===== src/logic/nvsl_cfg.svh =====
// constants of the nonvolatile option and security loader
// assumes byte-wide registers and a 16-bit cpu address space
//
// Contract
// - On every reset the stored protection and option bytes are copied into the working protection and option registers.
// - An eight-byte comparison key lives in consecutive nonvolatile bytes for unlocking secured memory.
// - The key may lift security only while the key enable bit reads one.
// - Key entry is taken only from user code in secure memory and never through background debug access.
// - With the key disabled, security is lifted only after a verified blank mass erase.
// - A security field of one-zero means unsecured after reset; every other value means secured.
// - The high-page control registers decode in a block starting at 0x1800.
// - One nonvolatile byte holds the clock trim value and bit 0 of the byte before it the fine trim bit.
`ifndef NVSL_CFG_SVH
`define NVSL_CFG_SVH

// high-page block
`define NVSL_HP_BASE 16'h1800
`define NVSL_HP_LAST 16'h185F
`define NVSL_OFS_OPTION 16'h1821
`define NVSL_OFS_KEY_ACCESS_BIT 16'h1823
`define NVSL_OFS_PROT 16'h1824
`define NVSL_OFS_STATUS 16'h1827

// nonvolatile byte addresses
`define NVSL_NV_FINE_TRIM_BIT 16'hFFAE
`define NVSL_NV_CTRIM 16'hFFAF
`define NVSL_NV_KEY0 16'hFFB0
`define NVSL_NV_KEY7 16'hFFB7
`define NVSL_NV_PROT 16'hFFBD
`define NVSL_NV_OPT 16'hFFBF

// field positions
`define NVSL_BIT_KEY_ENABLE_BIT 7
`define NVSL_BIT_NORED 6
`define NVSL_SEC_HI 1
`define NVSL_SEC_LO 0
`define NVSL_BIT_KEY_ACCESS_BIT 5
`define NVSL_BIT_PROTECT_DISABLE_BIT 0
`define NVSL_BIT_FINE_TRIM_BIT 0
`define NVSL_SEC_OPEN 2'h2

// status bits
`define NVSL_ST_SECURE 0
`define NVSL_ST_UNLOCK 1
`define NVSL_ST_LOADED 2
`define NVSL_ST_KEYBAD 3
`define NVSL_ST_REJECT 4

// reset values, secured and unprotected until loaded
`define NVSL_RST_OPTION 8'h00
`define NVSL_RST_PROT 8'hFF
`define NVSL_RST_BYTE 8'h00

// load sequence length and key size
`define NVSL_LOAD_CNT 4'hC
`define NVSL_KEY_BYTES 8

`endif


===== src/logic/nvsl_pkg.sv =====
// types of the nonvolatile option and security loader
// assumes nvsl_cfg.svh is on the include path
`default_nettype none
package nvsl_pkg;
	typedef logic [7:0] nvsl_byte_t;
	typedef logic [15:0] nvsl_addr_t;
	// one-hot load sequencer
	typedef enum logic [2:0] {
		NVSL_ISSUE = 3'b001,
		NVSL_CAPT = 3'b010,
		NVSL_READY = 3'b100
	} nvsl_state_e;
endpackage
`default_nettype wire


===== src/logic/nvsl_key_if.sv =====
// carrier between the loader and its key comparator
// assumes a single clock shared by both ends
`timescale 1ns/1ns
`default_nettype none
interface nvsl_key_if;
	import nvsl_pkg::*;
	logic ce;
	logic clr;
	logic we;
	logic [2:0] idx;
	nvsl_byte_t wdata;
	logic [63:0] stored;
	logic full;
	logic hit;
	modport ctl (output ce, clr, we, idx, wdata, stored, input full, hit);
	modport cmp (input ce, clr, we, idx, wdata, stored, output full, hit);
endinterface
`default_nettype wire


===== src/logic/nvsl_top.sv =====
// loader of nonvolatile protection and option bytes with key unlock
// assumes a flash read port with data one cycle after the read strobe
// assumes the flash command logic pulses a verified-blank indication
`timescale 1ns/1ns
`default_nettype none
`include "nvsl_cfg.svh"
module nvsl_top
	import nvsl_pkg::*;
(
	input wire logic mclk_i, // system clock
	input wire logic nrst_i, // async reset, low
	input wire logic ce_i, // clock enable
	input wire logic [15:0] addr_i, // register address
	input wire logic [7:0] wdata_i, // write data
	input wire logic wr_i, // write strobe
	input wire logic rd_i, // read strobe
	output logic [7:0] rdata_o, // read data, next cycle
	input wire logic cpu_secure_i, // code runs from secure memory
	input wire logic bdm_acc_i, // access comes from debug
	input wire logic blank_ok_i, // mass erase verified blank
	output logic [15:0] nv_addr_o, // flash byte address
	output logic nv_rd_o, // flash read strobe
	input wire logic [7:0] nv_rdata_i, // flash data, next cycle
	output logic secure_o, // memory secured
	output logic key_enable_bit_o, // backdoor key allowed
	output logic vector_redirect_disable_o, // redirect off
	output logic [6:0] protect_boundary_field_o, // protect limit
	output logic protect_disable_bit_o, // protection off
	output logic [7:0] clock_trim_value_o, // clock trim
	output logic fine_trim_bit_o, // fine trim
	output logic load_done_o // working copies valid
);
	nvsl_key_if kif ();

	nvsl_state_e state_q;
	logic [3:0] step_q;
	nvsl_addr_t step_addr;
	nvsl_byte_t option_q;
	nvsl_byte_t prot_q;
	logic prot_locked_q;
	nvsl_byte_t ctrim_q;
	logic fine_trim_bit_q;
	logic [63:0] key_q;
	logic key_access_bit_q;
	logic unlock_q;
	logic erased_q;
	logic keybad_q;
	logic reject_q;
	nvsl_byte_t rdata_q;
	nvsl_byte_t rd_mux;
	logic hp_sel;
	logic key_sel;
	logic loaded;
	logic sec_open;
	logic key_try;
	logic key_ok;
	logic [7:0] status;

	// decode of the high-page block
	assign hp_sel = (addr_i >= `NVSL_HP_BASE) &&
		(addr_i <= `NVSL_HP_LAST);
	assign key_sel = (addr_i >= `NVSL_NV_KEY0) &&
		(addr_i <= `NVSL_NV_KEY7);
	assign loaded = (state_q == NVSL_READY);

	// address of each load step, trim bytes first, options last
	always_comb begin
		case (step_q)
			4'h0: step_addr = `NVSL_NV_FINE_TRIM_BIT;
			4'h1: step_addr = `NVSL_NV_CTRIM;
			4'h2, 4'h3, 4'h4, 4'h5,
			4'h6, 4'h7, 4'h8, 4'h9: begin
				step_addr = `NVSL_NV_KEY0 + {12'h000, step_q - 4'h2};
			end
			4'hA: step_addr = `NVSL_NV_PROT;
			4'hB: step_addr = `NVSL_NV_OPT;
			default: step_addr = `NVSL_NV_OPT;
		endcase
	end

	// load sequencer: issue a read, capture it, move on
	always_ff @(posedge mclk_i or negedge nrst_i) begin
		if (!nrst_i) begin
			state_q <= NVSL_ISSUE;
			step_q <= 4'h0;
		end else if (ce_i) begin
			case (state_q)
				NVSL_ISSUE: begin
					state_q <= NVSL_CAPT;
				end
				NVSL_CAPT: begin
					if (step_q == `NVSL_LOAD_CNT - 4'h1) begin
						state_q <= NVSL_READY;
					end else begin
						state_q <= NVSL_ISSUE;
						step_q <= step_q + 4'h1;
					end
				end
				NVSL_READY: begin
					state_q <= NVSL_READY;
				end
				default: begin
					state_q <= NVSL_ISSUE;
					step_q <= 4'h0;
				end
			endcase
		end
	end

	// flash read port driven by the sequencer
	assign nv_rd_o = (state_q == NVSL_ISSUE) && ce_i;
	assign nv_addr_o = step_addr;

	// working option byte filled from its stored copy
	always_ff @(posedge mclk_i or negedge nrst_i) begin
		if (!nrst_i) begin
			option_q <= `NVSL_RST_OPTION;
		end else if (ce_i && state_q == NVSL_CAPT &&
			step_addr == `NVSL_NV_OPT) begin
			option_q <= nv_rdata_i;
		end
	end

	// working protection: loaded at reset, one later software write
	always_ff @(posedge mclk_i or negedge nrst_i) begin
		if (!nrst_i) begin
			prot_q <= `NVSL_RST_PROT;
			prot_locked_q <= 1'b0;
		end else if (ce_i) begin
			if (state_q == NVSL_CAPT && step_addr == `NVSL_NV_PROT) begin
				prot_q <= nv_rdata_i;
			end else if (loaded && wr_i && !prot_locked_q &&
				addr_i == `NVSL_OFS_PROT) begin
				prot_q <= wdata_i;
				prot_locked_q <= 1'b1;
			end
		end
	end

	// trim bytes, only bit 0 of the fine trim byte is kept
	always_ff @(posedge mclk_i or negedge nrst_i) begin
		if (!nrst_i) begin
			ctrim_q <= `NVSL_RST_BYTE;
			fine_trim_bit_q <= 1'b0;
		end else if (ce_i && state_q == NVSL_CAPT) begin
			if (step_addr == `NVSL_NV_CTRIM) begin
				ctrim_q <= nv_rdata_i;
			end
			if (step_addr == `NVSL_NV_FINE_TRIM_BIT) begin
				fine_trim_bit_q <= nv_rdata_i[`NVSL_BIT_FINE_TRIM_BIT];
			end
		end
	end

	// stored comparison key, byte 0 at the lowest address
	always_ff @(posedge mclk_i or negedge nrst_i) begin
		if (!nrst_i) begin
			key_q <= 64'h0000_0000_0000_0000;
		end else if (ce_i && state_q == NVSL_CAPT && step_q >= 4'h2 &&
			step_q <= 4'h9) begin
			key_q[(step_q - 4'h2)*8 +: 8] <= nv_rdata_i;
		end
	end

	// key access bit, software sets it to open an entry
	always_ff @(posedge mclk_i or negedge nrst_i) begin
		if (!nrst_i) begin
			key_access_bit_q <= 1'b0;
		end else if (ce_i && loaded && wr_i &&
			addr_i == `NVSL_OFS_KEY_ACCESS_BIT) begin
			key_access_bit_q <= wdata_i[`NVSL_BIT_KEY_ACCESS_BIT];
		end
	end

	// a key write counts only from secure user code, not debug
	assign key_try = ce_i && loaded && wr_i && key_sel && key_access_bit_q;
	assign key_ok = key_try && cpu_secure_i && !bdm_acc_i;

	// comparator hookup
	assign kif.ce = ce_i;
	assign kif.clr = !key_access_bit_q || (kif.full && !kif.hit);
	assign kif.we = key_ok;
	assign kif.idx = addr_i[2:0];
	assign kif.wdata = wdata_i;
	assign kif.stored = key_q;

	nvsl_key_cmp #(
		.NBYTES(`NVSL_KEY_BYTES)
	) u_key (
		.mclk_i(mclk_i),
		.nrst_i(nrst_i),
		.kif(kif)
	);

	// unlock latch, only a reset takes it back
	always_ff @(posedge mclk_i or negedge nrst_i) begin
		if (!nrst_i) begin
			unlock_q <= 1'b0;
		end else if (ce_i && kif.hit &&
			option_q[`NVSL_BIT_KEY_ENABLE_BIT]) begin
			unlock_q <= 1'b1;
		end
	end

	// verified blank after mass erase lifts security until reset
	always_ff @(posedge mclk_i or negedge nrst_i) begin
		if (!nrst_i) begin
			erased_q <= 1'b0;
		end else if (ce_i && blank_ok_i) begin
			erased_q <= 1'b1;
		end
	end

	// sticky mismatch flag, a new mismatch beats the clear
	always_ff @(posedge mclk_i or negedge nrst_i) begin
		if (!nrst_i) begin
			keybad_q <= 1'b0;
		end else if (ce_i) begin
			if (kif.full && !kif.hit) begin
				keybad_q <= 1'b1;
			end else if (wr_i && addr_i == `NVSL_OFS_KEY_ACCESS_BIT &&
				wdata_i[`NVSL_BIT_KEY_ACCESS_BIT]) begin
				keybad_q <= 1'b0;
			end
		end
	end

	// sticky flag for refused key writes, set wins over clear
	always_ff @(posedge mclk_i or negedge nrst_i) begin
		if (!nrst_i) begin
			reject_q <= 1'b0;
		end else if (ce_i) begin
			if (key_try && !key_ok) begin
				reject_q <= 1'b1;
			end else if (wr_i && addr_i == `NVSL_OFS_KEY_ACCESS_BIT &&
				wdata_i[`NVSL_BIT_KEY_ACCESS_BIT]) begin
				reject_q <= 1'b0;
			end
		end
	end

	// security decode of the two-bit field
	assign sec_open = (option_q[`NVSL_SEC_HI:`NVSL_SEC_LO] ==
		`NVSL_SEC_OPEN);
	assign secure_o = !(sec_open || unlock_q || erased_q);

	// status word
	always_comb begin
		status = 8'h00;
		status[`NVSL_ST_SECURE] = secure_o;
		status[`NVSL_ST_UNLOCK] = unlock_q;
		status[`NVSL_ST_LOADED] = loaded;
		status[`NVSL_ST_KEYBAD] = keybad_q;
		status[`NVSL_ST_REJECT] = reject_q;
	end

	// read mux; outside the block and reserved places read zero
	always_comb begin
		rd_mux = 8'h00;
		if (hp_sel) begin
			case (addr_i)
				`NVSL_OFS_OPTION: rd_mux = option_q;
				`NVSL_OFS_KEY_ACCESS_BIT: begin
					rd_mux[`NVSL_BIT_KEY_ACCESS_BIT] = key_access_bit_q;
				end
				`NVSL_OFS_PROT: rd_mux = prot_q;
				`NVSL_OFS_STATUS: rd_mux = status;
				default: rd_mux = 8'h00;
			endcase
		end
	end

	// read data registered, valid the cycle after the strobe only
	always_ff @(posedge mclk_i or negedge nrst_i) begin
		if (!nrst_i) begin
			rdata_q <= 8'h00;
		end else if (ce_i) begin
			rdata_q <= rd_i ? rd_mux : 8'h00;
		end
	end

	assign rdata_o = rdata_q;

	// option and protection fields out to the rest of the chip
	assign key_enable_bit_o = option_q[`NVSL_BIT_KEY_ENABLE_BIT];
	assign vector_redirect_disable_o = option_q[`NVSL_BIT_NORED];
	assign protect_boundary_field_o = prot_q[7:1];
	assign protect_disable_bit_o = prot_q[`NVSL_BIT_PROTECT_DISABLE_BIT];
	assign clock_trim_value_o = ctrim_q;
	assign fine_trim_bit_o = fine_trim_bit_q;
	assign load_done_o = loaded;
endmodule
`default_nettype wire


===== src/logic/nvsl_key_cmp.sv =====
// entered key bytes and their comparison with the stored key
// assumes the controller only writes while entry is permitted
`timescale 1ns/1ns
`default_nettype none
module nvsl_key_cmp
	import nvsl_pkg::*;
#(
	parameter int NBYTES = 8
) (
	input wire logic mclk_i, // system clock
	input wire logic nrst_i, // async reset, low
	nvsl_key_if.cmp kif // controller side
);
	nvsl_byte_t entered_q [NBYTES];
	logic [NBYTES-1:0] filled_q;
	logic [NBYTES-1:0] eq;

	// capture each entered byte at its index
	always_ff @(posedge mclk_i or negedge nrst_i) begin
		if (!nrst_i) begin
			filled_q <= '0;
			for (int i = 0; i < NBYTES; i++) begin
				entered_q[i] <= 8'h00;
			end
		end else if (kif.ce) begin
			if (kif.clr) begin
				filled_q <= '0;
			end else if (kif.we) begin
				entered_q[kif.idx] <= kif.wdata;
				filled_q[kif.idx] <= 1'b1;
			end
		end
	end

	// byte-wise comparison, key byte 0 in the low lane
	for (genvar g = 0; g < NBYTES; g++) begin : g_eq
		assign eq[g] = (entered_q[g] == kif.stored[g*8 +: 8]);
	end

	assign kif.full = &filled_q;
	assign kif.hit = (&filled_q) && (&eq);
endmodule
`default_nettype wire


===== config.mk =====
export PLATFORM = sky130hd
export DESIGN_NAME = nvsl_top
export DESIGN_NICKNAME = d
export VERILOG_FILES = /design/src/logic/nvsl_pkg.sv /design/src/logic/nvsl_key_if.sv /design/src/logic/nvsl_top.sv /design/src/logic/nvsl_key_cmp.sv
export VERILOG_INCLUDE_DIRS = /design/src /design/src/logic
export SDC_FILE = /design/constraint.sdc
export NUM_CORES = 1
export LEC_CHECK = 0
export BUFFER_PORTS_ARGS = -buffer_cell sky130_fd_sc_hd__buf_4
export CAP_MARGIN = 20
export CELL_PAD_IN_SITES_DETAIL_PLACEMENT = 1
export CELL_PAD_IN_SITES_GLOBAL_PLACEMENT = 1
export CORE_MARGIN = 2
export CORE_UTILIZATION = 43
export DETAILED_ROUTE_END_ITERATION = 16
export GPL_TIMING_DRIVEN = 0
export PLACE_DENSITY = 0.85
export SLEW_MARGIN = 20
export SYNTH_ARGS = -nofsm -noshare
export SYNTH_HDL_FRONTEND = slang
export SYNTH_SLANG_ARGS = --single-unit

===== constraint.sdc =====
create_clock -name mclk_i -period 4.15 [get_ports mclk_i]
set_input_delay 0.6225 -clock mclk_i [delete_from_list [all_inputs] [get_ports mclk_i]]
set_output_delay 0.6225 -clock mclk_i [all_outputs]
set_load 0.1 [all_outputs]

==> results by group <==
Die
  • Die Area: around 22000 sq um
  • Core area: just over 20000 sq um
  • Die Wd: between 100 and 150 um
  • Rows: 52
  • Initial Util: around 44%
  • # IOs: 86
  • Die height: approximately 150 um

Worst setup path
  • Worst path slowest cell: or4_1
  • R2R depth: 13
  • Critical Path Fanout Max: 8
  • Crit start category: flop
  • Top delay family on crit path: simple AND/OR/NAND/NOR gates
  • Crit path arrival time: about 4.3 ns
  • WP data required: 4.47 ns
  • Slowest Stage Delay on Critical Path: approximately 0.53 ns
  • Crit path kind: flop to flop
  • Crit end category: flop
  • Worst R2R End: key_q[59]
  • Cells along the critical path: inv_1 > ha_1 > ha_4 > and3_4 > nand2_1 > ha_1 > or4_1 > or4_1 > a21o_1 > nor4_4 > buf_6 > nand4_4 > mux2_4
  • R2R Setup Slk: about 0.18 ns
  • CP bufs+invs: 2
  • FF-to-FF Start: step_q[2]

Timing
  • Hold Violations, Final: 0
  • Max-slew headroom: 32.5%
  • Worst-Margin Slew: between 1 and 1.5 ns
  • Crit share post-route: roughly 96%
  • Max Transition Viols Final: 0
  • RSZ-0062 raised after global routing: false
  • Max Clk Rate: approximately 250 MHz
  • Clock skew: about 0.012 ns
  • Fin crit period: about 4.0 ns
  • Final setup fails: 0

Routing
  • Initial DRT Pass Iterations: 5
  • WL final: approximately 28 mm
  • Routed wire per std cell: around 24 um
  • Iter 0 DRT Violations: approximately 460
  • Remaining DRCs: 0
  • Via count: 6871
  • Vias per cell: around 5.9
  • ANT nets after route: 0

Finish
  • Share of layout cells above drive strength 1: between 30 and 40%
  • Final core occ: a little over half
  • Final non-filler cell total: about 1200
  • Syn-to-layout area delta: 20.9%
  • Most common cell after layout, fill and taps aside: dfrtp_1
  • Reg area: around 4600 sq um
  • Nets: 944
  • Antenna cell count: 0
  • Area of the multi-input gates: roughly 4300 sq um
  • Most frequent cells in the layout: dfrtp_1 (170), mux2_2 (103), buf_4 (92)
  • FILL cells: ~2200

Global routing
  • First-pass GRT wire length: between 40 and 50 mm
  • Largest net degree at the start of global routing: 99
  • Number of global-route vias before repair: ~7600
  • Antenna violations before repair: 1
  • Overall routing resource usage: 25.9%
  • Grt ovf: 0

Clock tree
  • Clock transition at path regs: 0.07 ns
  • Latest clock arrival within the worst-skew pair: around 0.44 ns
  • Clk root buf: clkbuf_16
  • Clk buf depth: 2
  • CTS tree: built
  • Htree depth: 4
  • Clock Sinks: 182
  • CTS buffer count: 17

Synth
  • Sequential share of the synthesized area: 50.7%
  • Cell count after synthesis: slightly below 800
  • FFs w/ async S/R, synth: between 90% and 100%
  • Synthesis-stage register bit count: 182
  • Unique masters post-synth: 58
  • EDFF count, synth: 0
  • Top FF cell, synth: dfrtp_1
  • Post-Syn Area: 9010 sq um
  • Yosys warnings: 0
  • Syn_area_per_cell: 11.6 sq um

Hold path
  • WHS Endpoint: erased_q
  • Min-Delay Path Class: input port to flop
  • Worst hold start: blank_ok_i
  • Hold path depth: 2

Power and ir drop
  • Peak supply drop: slightly above 300 uV
  • Power Density: approximately 440 nW/um^2
  • Power Total: between 0.004 and 0.005 W
  • Leakage power: ~4.9 nW

Place
  • Port-buffer cells: 71
  • Placed Cells: 1134
  • Post-DP HPWL: roughly 19 mm
  • Gpl congestion: approximately 0.78

Flow run
  • Max-Cap Viols: 0

Status
  • Status: complete, no violations
[area by class of cell]
cell class	instances	area share (%)
clock buffers	21	4.23
repair buffers	86	6.51
inverters	41	1.44
multi-input cells	516	39.3
well taps	270	3.10
flip-flops and latches	182	42.0
clock inverters	11	1.49
plain buffers	43	1.95
[sequential cells by signal, indices dropped and copies added, names as in the netlist]
name	cells
u_key.entered_q	64
option_q	8
fine_trim_bit_o	1
unlock_q	1
u_key.filled_q	8
prot_q	8
state_q	3
prot_locked_q	1
key_q	64
erased_q	1
rdata_o	8
step_q	4
reject_q	1
clock_trim_value_o	8
keybad_q	1
key_access_bit_q	1
[cells in the mapped netlist, drive strengths merged (12+ instances only)]
cell | n | area, sq um
buf | 18 | 114
dfrtp | 173 | 4330
clkbuf | 28 | 105
a21oi | 14 | 70.1
ha | 17 | 213
nor2 | 18 | 67.6
a22o | 32 | 280
nor3 | 12 | 60.1
nand4 | 29 | 213
nand2 | 39 | 146
mux2 | 105 | 1180
xnor2 | 67 | 587
inv | 41 | 154
and2 | 12 | 75.1
nand3 | 25 | 135
o21ai | 23 | 115
[timing repair]
| item | in CTS | in global routing |
|---|---|---|
| endpoints found under the hold margin | 17 | 0 |
| pin swaps | 4 | 1 |
| buffers inserted | 6 | 0 |
| hold buffers | 1 | 0 |
| endpoints found under the setup margin | 48 | 48 |
| resized for setup | 19 | 5 |
[per-layer routing]
metal / GRT usage, % / vias up / part of all wire, %
met1: 34.0 / 3623 / 43
met3: 4.86 / 59 / 5.1
met2: 42.8 / 212 / 49
met4: 10.3 / 0 / 3.0
met5: 0 / - / 0
li1: - / 2977 / -
[logic make-up after synthesis]
logic type,share of synthesized area (%)
compound gates,10.7
xor+xnor,6.71
fa+ha+maj,2.36
buf+inv,4.14
flops,50.7
mux,14.2
other cells,0.0834
simple gates,11.2
[worst register-to-register path, delay by kind of cell, from the launching register on]
kind | cells | cell delay [ns]
AO/OA/AOI/OAI | 1 | 0.25
adder cells (fa/ha/maj) | 3 | 0.77
buffers and inverters | 2 | 0.30
flip-flops | 1 | 0.38
multiplexers | 1 | 0.40
AND/OR/NAND/NOR | 6 | 1.76
[per-stage QoR]
step                      instance area (sq um)  worst slack [ns]  hold slack, ns  TNS, ns
after floorplan                            9060            0.0976           0.327        0
after global placement                     9930             -1.04           0.448   -26.52
after detailed placement                  10100            -0.711           0.454   -28.71
after CTS                                 10900           0.00928           0.393        0
after global routing                      10900            0.0147           0.399        0
final                                     10900             0.182           0.410        0
[power by group]
part           internal, W  total [W]  switching, W  leakage (nW)
sequential         0.00184    0.00189     0.0000486          2.39
clock             0.000995    0.00173      0.000739         0.298
combinational     0.000287    0.00115      0.000861          2.24
[worst max path at each step]
stage / startpoint / end / slack, ns / cells past startpoint
floorplan: step_q[2] / key_q[24] / 0.1 / 13
global placement: step_q[0] / key_q[6] / -1.04 / 13
detailed placement: step_q[0] / key_q[26] / -0.71 / 13
CTS: step_q[0] / key_q[59] / 0.009 / 13
global route: step_q[2] / key_q[59] / 0.01 / 13
finish: step_q[2] / key_q[59] / 0.18 / 13
Note: power is estimated with default switching activity, not from simulation.
